`src/rtl/dbgbrk_pkg.sv`:
```
/*
 * Package for the debug register access front end: register select codes,
 * field positions, reset values and enumerations.
 * Assumes a single 125 MHz processor clock shared by the whole block.
 */
package dbgbrk_pkg;

    localparam int unsigned DBGBRK_NUM_REGS  = 19;
    localparam int unsigned DBGBRK_SEL_W     = 5;
    localparam int unsigned DBGBRK_DATA_W    = 32;

    // Register select codes
    localparam logic [4:0] SEL_CONFIG_STATUS = 5'h00;
    localparam logic [4:0] SEL_SPACE_CONTROL = 5'h08;
    localparam logic [4:0] SEL_ACCESS_ATTR   = 5'h05;
    localparam logic [4:0] SEL_ATTR_TRIG     = 5'h06;
    localparam logic [4:0] SEL_TRIG_DEF      = 5'h07;
    localparam logic [4:0] SEL_ATTR_TRIG_2   = 5'h16;

    // Configuration/status fields
    localparam int unsigned CS_STATUS_LSB    = 24;
    localparam int unsigned CS_STATUS_W      = 4;
    localparam int unsigned CS_INHIBIT_BIT   = 22;
    localparam logic [31:0] CS_WRITE_MASK    = 32'h00FF_FFFF;

    // Access attribute fields
    localparam int unsigned ATTR_DIR_BIT     = 7;
    localparam int unsigned ATTR_SIZE_LSB    = 5;
    localparam logic [7:0]  ATTR_RESET       = 8'h05;
    localparam logic [7:0]  ATTR_TYPE_MASK   = 8'h1F;

    // Address attribute trigger: space id field and its enable bit
    localparam int unsigned AAT_SPACE_ID_LSB = 16;
    localparam int unsigned AAT_SPACE_EN_BIT = 31;

    // Trigger definition fields
    localparam int unsigned TD_RESP_LSB      = 30;
    localparam int unsigned TD_L2_LSB        = 16;
    localparam int unsigned TD_ENABLE_BIT    = 13;
    localparam int unsigned TD_DATA_EN_LSB   = 6;
    localparam int unsigned TD_ADDR_EN_LSB   = 2;

    localparam int unsigned NUM_PC_BREAKS    = 4;
    localparam int unsigned PC_QUAL_W        = 4;

    typedef enum logic [1:0] {
        DBGBRK_RESP_TRACE = 2'h0,
        DBGBRK_RESP_HALT  = 2'h1,
        DBGBRK_RESP_IRQ   = 2'h2,
        DBGBRK_RESP_RSVD  = 2'h3
    } dbgbrk_resp_t;

endpackage

```
`src/rtl/dbgbrk_regs.sv`:
```
/*
 * Debug register file and breakpoint configuration front end.
 * Assumes the core write port and the serial debug port are already decoded
 * into one-cycle strobes, and that both never write in the same cycle.
 */
`timescale 1ns/1ps

module dbgbrk_regs
    import dbgbrk_pkg::*;
(
    input  wire logic        clock,
    input  wire logic        reset,
    input  wire logic        core_write,
    input  wire logic [4:0]  core_select,
    input  wire logic [31:0] core_data,
    input  wire logic        port_write,
    input  wire logic        port_read,
    input  wire logic [4:0]  port_select,
    input  wire logic [31:0] port_data,
    input  wire logic        mem_command,
    input  wire logic        mem_is_read,
    input  wire logic [1:0]  mem_size,
    input  wire logic        trigger_event,
    input  wire logic [3:0]  trigger_status_in,
    output logic [31:0]      port_read_data,
    output logic             port_read_valid,
    output logic [31:0]      config_status,
    output logic [7:0]       access_attribute,
    output logic [31:0]      attr_trigger,
    output logic [31:0]      attr_trigger_second,
    output logic [31:0]      trigger_definition,
    output logic [15:0]      pc_space_control,
    output logic             level1_addr_enabled,
    output logic             level2_addr_enabled,
    output logic             level1_data_enabled,
    output logic             level2_data_enabled,
    output logic             attr_space_match_en,
    output logic             attr2_space_match_en,
    output logic [1:0]       response_select
);

    typedef struct packed {
        logic [31:0] cfg;
        logic [7:0]  attr;
        logic [31:0] aat;
        logic [31:0] aat2;
        logic [31:0] tdef;
        logic [15:0] pc_breakpoint_space_control;
        logic [31:0] rdata;
        logic        rvalid;
    } dbgbrk_state_t;

    dbgbrk_state_t state;
    dbgbrk_state_t next_state;

    logic        wr;
    logic [4:0]  wsel;
    logic [31:0] wdata;
    logic        core_blocked;

    // Core write loses to the lock; port writes never locked
    assign core_blocked = core_write && state.cfg[CS_INHIBIT_BIT];
    assign wr    = port_write || (core_write && !core_blocked);
    assign wsel  = port_write ? port_select : core_select;
    assign wdata = port_write ? port_data : core_data;

    always_comb begin
        next_state = state;
        next_state.rvalid = 1'b0;
        if (trigger_event) begin
            next_state.cfg[CS_STATUS_LSB +: CS_STATUS_W] = trigger_status_in;
        end
        if (wr) begin
            unique case (wsel)
                SEL_CONFIG_STATUS: begin
                    next_state.cfg = (state.cfg & ~CS_WRITE_MASK) | (wdata & CS_WRITE_MASK);
                end
                SEL_SPACE_CONTROL: begin
                    next_state.pc_breakpoint_space_control = wdata[15:0];
                end
                SEL_ACCESS_ATTR: begin
                    next_state.attr = (state.attr & ~ATTR_TYPE_MASK) | (wdata[7:0] & ATTR_TYPE_MASK);
                end
                SEL_ATTR_TRIG: begin
                    next_state.aat  = wdata;
                    next_state.attr = wdata[7:0];
                end
                SEL_ATTR_TRIG_2: begin
                    next_state.aat2 = wdata;
                end
                SEL_TRIG_DEF: begin
                    next_state.tdef = wdata;
                    if (!trigger_event) begin
                        next_state.cfg[CS_STATUS_LSB +: CS_STATUS_W] = '0;
                    end
                end
                default: begin
                end
            endcase
        end
        // Memory command sets direction and size last
        if (mem_command) begin
            next_state.attr[ATTR_DIR_BIT] = mem_is_read;
            next_state.attr[ATTR_SIZE_LSB +: 2] = mem_size;
        end
        // Only config/status reads back; write-only ones read zero
        if (port_read) begin
            next_state.rvalid = 1'b1;
            next_state.rdata  = (port_select == SEL_CONFIG_STATUS) ? state.cfg : 32'h0000_0000;
        end
    end

    always_ff @(posedge clock) begin
        if (reset) begin
            state       <= '0;
            state.attr  <= ATTR_RESET;
            state.pc_breakpoint_space_control  <= 16'h0000;
        end else begin
            state <= next_state;
        end
    end

    assign port_read_data       = state.rdata;
    assign port_read_valid      = state.rvalid;
    assign config_status        = state.cfg;
    assign access_attribute     = state.attr;
    assign attr_trigger         = state.aat;
    assign attr_trigger_second  = state.aat2;
    assign trigger_definition   = state.tdef;
    assign pc_space_control     = state.pc_breakpoint_space_control;
    // Level enables decoded for the comparator side
    assign level1_addr_enabled  = |state.tdef[TD_ADDR_EN_LSB +: 3];
    assign level2_addr_enabled  = |state.tdef[TD_L2_LSB + TD_ADDR_EN_LSB +: 3];
    assign level1_data_enabled  = |state.tdef[TD_DATA_EN_LSB +: 7];
    assign level2_data_enabled  = |state.tdef[TD_L2_LSB + TD_DATA_EN_LSB +: 7];
    assign attr_space_match_en  = state.aat[AAT_SPACE_EN_BIT];
    assign attr2_space_match_en = state.aat2[AAT_SPACE_EN_BIT];
    assign response_select      = state.tdef[TD_RESP_LSB +: 2];

    // Assertions
    a_inhibit_blocks: assert property (@(posedge clock) disable iff (reset)
        core_write && !port_write && state.cfg[CS_INHIBIT_BIT] |=> $stable(trigger_definition)
            && $stable(attr_trigger))
        else $error("inhibited core write changed a register");
    a_tdef_clears_status: assert property (@(posedge clock) disable iff (reset)
        wr && wsel == SEL_TRIG_DEF && !trigger_event |=> config_status[27:24] == 4'h0)
        else $error("status not cleared");
    a_aat_loads_attr: assert property (@(posedge clock) disable iff (reset)
        wr && wsel == SEL_ATTR_TRIG && !mem_command |=> access_attribute == $past(wdata[7:0]))
        else $error("attribute byte not copied");
    a_attr_reset: assert property (@(posedge clock) $fell(reset) |-> access_attribute == 8'h05)
        else $error("attribute reset wrong");
    a_pc_breakpoint_space_control_reset: assert property (@(posedge clock) $fell(reset) |-> pc_space_control == 16'h0000)
        else $error("qualifier reset wrong");
    a_mem_dir: assert property (@(posedge clock) disable iff (reset)
        mem_command |=> access_attribute[7] == $past(mem_is_read) && access_attribute[6:5] == $past(mem_size))
        else $error("direction or size not loaded");
    a_read_zero: assert property (@(posedge clock) disable iff (reset)
        port_read && port_select != SEL_CONFIG_STATUS |=> port_read_valid && port_read_data == 32'h0)
        else $error("write-only register read nonzero");
    a_cfg_write: assert property (@(posedge clock) disable iff (reset)
        port_write && port_select == SEL_CONFIG_STATUS && !trigger_event
            |=> config_status[23:0] == $past(port_data[23:0]))
        else $error("config write lost");
    a_tdef_write: assert property (@(posedge clock) disable iff (reset)
        port_write && port_select == SEL_TRIG_DEF |=> trigger_definition == $past(port_data))
        else $error("trigger definition write lost");

    // Per-register write strobes, read only by the checks below
    logic        wr_cfg;
    logic        wr_pc_breakpoint_space_control;
    logic        wr_attr;
    logic        wr_aat;
    logic        wr_aat2;
    logic        wr_tdef;
    logic        wr_known;

    assign wr_cfg   = wr && (wsel == SEL_CONFIG_STATUS);
    assign wr_pc_breakpoint_space_control  = wr && (wsel == SEL_SPACE_CONTROL);
    assign wr_attr  = wr && (wsel == SEL_ACCESS_ATTR);
    assign wr_aat   = wr && (wsel == SEL_ATTR_TRIG);
    assign wr_aat2  = wr && (wsel == SEL_ATTR_TRIG_2);
    assign wr_tdef  = wr && (wsel == SEL_TRIG_DEF);
    assign wr_known = wr_cfg || wr_pc_breakpoint_space_control || wr_attr || wr_aat || wr_aat2 || wr_tdef;

    // Field positions other than the inhibit bit and the qualifier nibbles are spelled out literally so a wrong constant shows up
    a_core_write_lands: assert property (@(posedge clock) disable iff (reset)
        core_write && !port_write && !state.cfg[CS_INHIBIT_BIT] && core_select == SEL_SPACE_CONTROL
            |=> pc_space_control == $past(core_data[15:0]))
        else $error("permitted core write lost");

    a_inhibit_others: assert property (@(posedge clock) disable iff (reset)
        core_write && !port_write && state.cfg[CS_INHIBIT_BIT] && !mem_command && !trigger_event
            |=> $stable(pc_space_control) && $stable(access_attribute)
                && $stable(attr_trigger_second) && $stable(config_status))
        else $error("inhibited core write was not dropped");

    a_aat_write: assert property (@(posedge clock) disable iff (reset)
        wr_aat |=> attr_trigger == $past(wdata))
        else $error("attribute trigger write lost");

    a_aat2_write: assert property (@(posedge clock) disable iff (reset)
        wr_aat2 |=> attr_trigger_second == $past(wdata))
        else $error("second attribute trigger write lost");

    a_aat2_keeps_attr: assert property (@(posedge clock) disable iff (reset)
        wr_aat2 && !mem_command |=> $stable(access_attribute))
        else $error("second trigger write touched the access attribute");

    a_type_write: assert property (@(posedge clock) disable iff (reset)
        wr_attr && !mem_command |=> access_attribute[4:0] == $past(wdata[4:0])
            && access_attribute[7:5] == $past(access_attribute[7:5]))
        else $error("type and modifier write wrong");

    a_attr_hold: assert property (@(posedge clock) disable iff (reset)
        !mem_command && !wr_attr && !wr_aat |=> $stable(access_attribute))
        else $error("access attribute changed without cause");

    a_status_set_wins: assert property (@(posedge clock) disable iff (reset)
        trigger_event |=> config_status[27:24] == $past(trigger_status_in))
        else $error("status update lost");

    a_status_hold: assert property (@(posedge clock) disable iff (reset)
        !trigger_event && !wr_tdef |=> config_status[27:24] == $past(config_status[27:24]))
        else $error("status changed without cause");

    a_status_hw_only: assert property (@(posedge clock) disable iff (reset)
        wr_cfg && !trigger_event |=> config_status[31:24] == $past(config_status[31:24]))
        else $error("hardware-owned config bits written");

    a_tdef_hold: assert property (@(posedge clock) disable iff (reset)
        !wr_tdef |=> $stable(trigger_definition))
        else $error("trigger definition changed without a write");

    a_read_config: assert property (@(posedge clock) disable iff (reset)
        port_read && port_select == SEL_CONFIG_STATUS
            |=> port_read_valid && port_read_data == $past(config_status))
        else $error("config read returned wrong data");

    a_valid_pulse: assert property (@(posedge clock) disable iff (reset)
        !port_read |=> !port_read_valid)
        else $error("read valid without a read");

    a_read_no_side: assert property (@(posedge clock) disable iff (reset)
        port_read && !wr && !trigger_event && !mem_command
            |=> $stable(config_status) && $stable(access_attribute))
        else $error("port read changed a register");

    // Writes to codes this block does not own must leave every register alone
    a_unknown_ignored: assert property (@(posedge clock) disable iff (reset)
        wr && !wr_known && !trigger_event && !mem_command
            |=> $stable(config_status) && $stable(trigger_definition) && $stable(access_attribute)
                && $stable(pc_space_control) && $stable(attr_trigger) && $stable(attr_trigger_second))
        else $error("write to unknown code changed a register");

    a_reset_clear: assert property (@(posedge clock) $fell(reset) |->
        config_status == 32'h0000_0000 && trigger_definition == 32'h0000_0000
            && attr_trigger == 32'h0000_0000 && attr_trigger_second == 32'h0000_0000)
        else $error("register not cleared by reset");

    a_space_enable: assert property (@(posedge clock) disable iff (reset)
        attr_space_match_en == attr_trigger[31] && attr2_space_match_en == attr_trigger_second[31])
        else $error("space id enable decode wrong");

    a_response_field: assert property (@(posedge clock) disable iff (reset)
        response_select == trigger_definition[31:30])
        else $error("response field decode wrong");

    // One qualifier nibble per PC breakpoint, lowest breakpoint in the low nibble
    logic [PC_QUAL_W-1:0] pc_qual [NUM_PC_BREAKS];
    for (genvar g = 0; g < NUM_PC_BREAKS; g++) begin : g_pc_qual
        assign pc_qual[g] = pc_space_control[g*PC_QUAL_W +: PC_QUAL_W];
        a_qual_reset: assert property (@(posedge clock)
            $fell(reset) |-> pc_qual[g] == 4'h0)
            else $error("qualifier field not cleared by reset");
        a_qual_write: assert property (@(posedge clock) disable iff (reset)
            wr_pc_breakpoint_space_control |=> pc_qual[g] == $past(wdata[g*PC_QUAL_W +: PC_QUAL_W]))
            else $error("qualifier field write lost");
    end

    // Each trigger level owns one half of the definition word
    for (genvar lv = 0; lv < 2; lv++) begin : g_level
        logic [15:0] half;
        logic        addr_en;
        logic        data_en;
        assign half    = trigger_definition[lv*16 +: 16];
        assign addr_en = (lv == 0) ? level1_addr_enabled : level2_addr_enabled;
        assign data_en = (lv == 0) ? level1_data_enabled : level2_data_enabled;
        a_addr_enable: assert property (@(posedge clock) disable iff (reset)
            addr_en == (half[4] || half[3] || half[2]))
            else $error("address enable decode wrong");
        a_data_enable: assert property (@(posedge clock) disable iff (reset)
            data_en == (|half[12:6]))
            else $error("data enable decode wrong");
    end

    c_blocked: cover property (@(posedge clock) core_blocked);
    c_tdef: cover property (@(posedge clock) wr && wsel == SEL_TRIG_DEF);
    c_read: cover property (@(posedge clock) port_read && port_select == SEL_CONFIG_STATUS);
    c_mem: cover property (@(posedge clock) mem_command && mem_is_read);
    c_unknown: cover property (@(posedge clock) wr && !wr_known);

endmodule // dbgbrk_regs

```
`config.mk`:
```
export PLATFORM = sky130hd
export DESIGN_NAME = dbgbrk_regs
export DESIGN_NICKNAME = d
export VERILOG_FILES = /design/src/rtl/dbgbrk_pkg.sv /design/src/rtl/dbgbrk_regs.sv
export SDC_FILE = /design/constraint.sdc
export NUM_CORES = 1
export LEC_CHECK = 0
export BUFFER_PORTS_ARGS = -buffer_cell sky130_fd_sc_hd__buf_2
export CORE_ASPECT_RATIO = 1.2
export CORE_MARGIN = 8
export CORE_UTILIZATION = 48
export DETAILED_ROUTE_END_ITERATION = 6
export PLACE_DENSITY = 0.79
export REMOVE_ABC_BUFFERS = 1
export SYNTH_ARGS = -nofsm -noshare
export SYNTH_HDL_FRONTEND = slang
export SYNTH_SLANG_ARGS = --single-unit
```
`constraint.sdc`:
```
create_clock -name clock -period 2.6 [get_ports clock]
set_clock_uncertainty 0.15 [all_clocks]
set_input_delay 0.13 -clock clock [delete_from_list [all_inputs] [get_ports clock]]
set_output_delay 0.13 -clock clock [all_outputs]
set_load 0.05 [all_outputs]
```
**Yosys cells after proc, flatten, opt, wreduce, memory -nomap -nowiden**

Index checks and enable logic that the tools add are counted.

- Word-level logic and storage cells: 52
- Memories kept: 0
- Bits in registers: 185
- Input bits: 88
- Bits in writable memories: 0
- ROM bits: 0
- Latch bits: 0

- Mux-type cells: 15
- Bitwise gates (word level): 2
- Multiply operators: 0
- Magnitude comparators: 0
- Reduce and logical (&&, ||, !) cells: 20
- Shift operators: 0
- $add $sub $neg: 0
- Div/mod/pow operators: 0
- Equality and inequality tests: 5

Operators with widths:

| operator | number |
|---|---|
| two-way mux 32 bit | 5 |
| two-way mux 148 bit | 1 |
| OR 32 x 24 -> 32 bit | 1 |
| two-way mux 24 bit | 1 |
| two-way mux 16 bit | 1 |
| one-hot mux 8 bit (2 select lines) | 1 |
| equality test 5 x 3 -> 1 bit, second input constant | 3 |
| AND reduction 2 bit | 7 |
| OR reduction 7 bit | 2 |
| zero test 5 bit | 2 |
| two-way mux 4 bit | 2 |
| OR 8 x 5 -> 8 bit | 1 |
| one-hot mux 4 bit (2 select lines) | 1 |
| OR reduction 3 bit | 2 |
| equality test 5 x 4 -> 1 bit, second input constant | 1 |
| equality test 5 bit, second input constant | 1 |
| two-way mux 5 bit | 1 |
| nonzero test 2 bit | 2 |
| two-way mux 3 bit | 1 |
| nonzero test 3 bit | 1 |
| logical AND 1 bit | 2 |
| zero test 1 bit | 1 |
| logical OR 1 bit | 1 |
| two-way mux 1 bit | 1 |

**Longest topological paths before layout**

- Depth after elaboration: 6
- Mapped depth: 8
- Depth with buffers taken out: 4

**Worst setup path before layout**

No wires, ideal clock.

- Path kind: register to register
- Start: reg state (netlist bit config_status[22])
- End: reg state (netlist bit trigger_definition[12])
- Arrival: 2232 ps
- Stages on the path, launching flop included: 8
- Period minus slack after synthesis: 2464 ps
- Data required time: 2369 ps
- Path buffers: 3
- Slack: 136 ps
- Path through: dfxtp_1 > or4b_1 > buf_2 > a222oi_1 > buf_4 > buf_6 > nor2_1 > a211oi_2

- Cells in the longest elaborated chain, start to end: 5

Ends and longest elaborated chain:

| element | RTL line | source |
|---|---|---|
| from (decl) | dbgbrk_regs.sv:53 | `dbgbrk_state_t state;` |
| from (signal assigned) | dbgbrk_regs.sv:119 | `state <= next_state;` |
| logical AND 1 bit | dbgbrk_regs.sv:62 | `assign core_blocked = core_write && state.cfg[CS_INHIBIT_BIT];` |
| zero test 1 bit | dbgbrk_regs.sv:63 | `assign wr = port_write \|\| (core_write && !core_blocked);` |
| logical AND 1 bit | dbgbrk_regs.sv:63 |  |
| logical OR 1 bit | dbgbrk_regs.sv:63 |  |
| AND reduction 2 bit (no line) | n/a |  |

No other way between the ends.
A chain may end at the register's enable or synchronous reset.

**Worst setup path after layout**

- Start: reg state (netlist bit config_status[22])
- End: reg state (netlist bit attr_trigger[24])

The elaborated chain is that of the path after synthesis.

==> metrics.txt <==
status finished clean; Sw Pwr 1.62 mW; Syn Inst Count between 700 and 800; # rows 48; Clock Latency Late Sink slightly above 0.4 ns; Root Buffer clkbuf_16; Die X ~130 µm; RSZ-0062 raised after global routing false; Post-Synthesis Cell Area ~0.0070 mm²; Final Setup Violations 0; die area about 0.019 mm²; Placer Congestion just over 0.8; Avg Inst Size Synth between 9 and 10 µm²; Tmin final ~2.5 ns; Seq. cell area roughly 0.0035 mm²; arrival time worst endpoint ~2.6 ns; total core area 0.0143 mm²; Pre-Repair DR Iteration Count 6; Placed Cells 1127; largest net degree at the start of global routing 89; final antenna-violating net count 0; vias per cell 5.51; Synth Flop Type dfxtp_1; most frequent cell after synthesis dfxtp_1; GRT Util Overall between 20 and 25%; top-area cell type share of the netlist area roughly 51%; Yosys reg bits roughly 180; worst-path cell chain or4b_1, a222oi_1, buf_4, buf_4, nor2_1, a211oi_1; Residual DRC 0; PortBufs 272; Final period util 94.8%; ranking of synthesized cells by area dfxtp_1 51%, a211oi_1 12%, nor2_1 6.7%; slowest cell delay on critical path roughly 0.64 ns; Post-synth ARST share 0%; Antenna Cells 0; Total Wirelength roughly 22 mm; Startpoint Class flip-flop; Top Family by Delay on Critical Path simple AND/OR/NAND/NOR gates; clock buffer depth 2; routed len/inst between 15 and 20 µm; maximum clock rate roughly 410 MHz; sequential cell area fraction in the yosys report between 50% and 60%; Internal around 4.5 mW; sequential power share between 40% and 50%; synth cell count leaders 177 x dfxtp_1, 125 x nor2_1, 108 x a211oi_1; GRT Max-Usage Layer met2; Worst-Margin Slew ~0.73 ns; Setup CP Type reg -> reg; Ys Warns 0; most frequent CP cell buf_4; Die Ht ~150 µm; CTS H-tree depth 4; first-pass GRT wire length between 30 and 40 mm; GR Layer Usage met3 slightly below 7%; Switching Fraction 26.6%; synth unique cells 43; relative slew slack about half; Post-synth EDFFs 0; CP required 2.78 ns; Final #Nets 1105; initial antenna violation count 0; hold crit path type in -> reg; ratio of cells with drive above 1 in the final layout 36.3%; Hold Violations, Final 0; Setup TNS Final 0 ns; slowest CP cell or4b_1; number of fill cells roughly 1200; Lkg Pwr between 4 and 5 nW; Num CTS Buffers 17; fin cells ~1200; vias in the first global route ~6500; Worst setup EP type flip-flop; CP max FO 25; Peak VDD IR between 0.3 and 0.4 mV; Sink Count 177; Area Overhead vs Synth 36.2%; # resized after CTS 0; GRT met2 Usage around two fifths; Yosys top cell by area dfxtp_1; max-cap viol count 0; Clock Pin Slew Worst Setup and Hold Paths ~0.070 ns; DRT iter0 DRCs between 500 and 600; CTS tree done; Overflow after GRT 0; met1 usage a little over a quarter; dpl hpwl 15.5 mm; starting density of the core about 50%; footprint of the multi-input gates between 0.003 and 0.004 mm²; Logic pwr share 12.7%; P per Cell Area around 640 mW/mm²; Buf/Inv on CP 2; clock power share about two fifths; max-slew violations 0; via count between 6000 and 7000; IO Count between 200 and 300
## per-layer routing
layer | part of all wire [%] | wire length (µm) | vias up
met2 | 50 | 11100 | 279
met5 | 0 | 0 | -
li1 | - | - | 3201
met1 | 40 | 8970 | 3119
met3 | 7.5 | 1660 | 44
met4 | 2.7 | 596 | 0
## worst min-delay path, stage by stage
cell and delay [ns]:
buf_2 0.07, mux2i_1 0.13, a211oi_2 0.20
## power groups by stage
stage               combinational [mW]  clock, mW  sequential [mW]
floorplan                        0.247          0             3.03
global placement                 0.705          0             2.85
detailed placement               0.713          0             2.85
CTS                              0.769       2.57             2.79
global route                     0.822       2.69             2.80
finish                           0.776       2.53             2.79
## logic make-up after synthesis
logic type                Yosys count  share of synthesized area, %
AOI/OAI and AO/OA                 233                          24.8
and+or+nand+nor                   194                          13.3
DFF                               177                          50.9
buffers and inverters              80                          5.82
muxes                              34                          4.91
xor gates and xnor gates            2                         0.252
other                               1                        0.0539
## worst paths after layout
check / start / end / slack (ns) / cells after the start
worst max-delay path: config_status[22]$_SDFFE_PP0P_ / attr_trigger[24]$_SDFFE_PP0P_ / 0.14 / 6
worst min-delay path: core_data[19] / trigger_definition[19]$_SDFFE_PP0P_ / 0.02 / 3
worst max register to register: config_status[22]$_SDFFE_PP0P_ / attr_trigger[24]$_SDFFE_PP0P_ / 0.14 / 6
worst min register to register: attr_trigger[4]$_SDFFE_PP0P_ / attr_trigger[4]$_SDFFE_PP0P_ / 0.35 / 2
## sequential cells by signal, indices dropped and copies added, names as in the netlist
| name | cells |
|---|---|
| attr_trigger | 32 |
| pc_space_control | 16 |
| port_read_valid | 1 |
| config_status | 28 |
| trigger_definition | 32 |
| port_read_data | 28 |
| access_attribute | 8 |
| attr_trigger_second | 32 |
## repair_timing
action,4_1_cts,5_1_grt
hold endpoints to repair,49,0
buffers inserted,0,3
setup endpoints to repair,0,16
hold buffers,43,0
## final cells by class
type / instances / share of cell area [%]
flip-flops and latches: 177 / 37.4
multi-input cells: 471 / 32.2
repair buffers: 348 / 21.8
clock buffers: 20 / 4.81
well taps: 175 / 2.31
clock inverters: 12 / 1.37
inverters: 2 / 0.0791
## placed cells by master (no fill, tap or decap), drive strengths merged, types with 6 or more instances in the layout
cell,instances
mux2i,33
dlygate4sd3,43
dfxtp,177
nor4b,6
nor2,125
a21oi,71
a211oi,136
buf,305
nor2b,29
conb,8
clkbuf,20
or3b,6
## stage by stage
step	utilization [%]	cell area (µm²)	setup slack, ns	hold WS, ns	power (mW)
3_5_place_dp	59.1	8450	0.130	0.222	3.57
6_report	66.4	9490	0.136	0.0193	6.10
5_1_grt	66.4	9490	0.00752	0.0260	6.31
3_3_place_gp	59.1	8450	0.238	0.219	3.56
2_1_floorplan	-	6590	-4.69	0.0446	3.28
4_1_cts	66.2	9460	0.0666	0.000325	6.13
No activity file was read; power rests on OpenSTA's default activity.
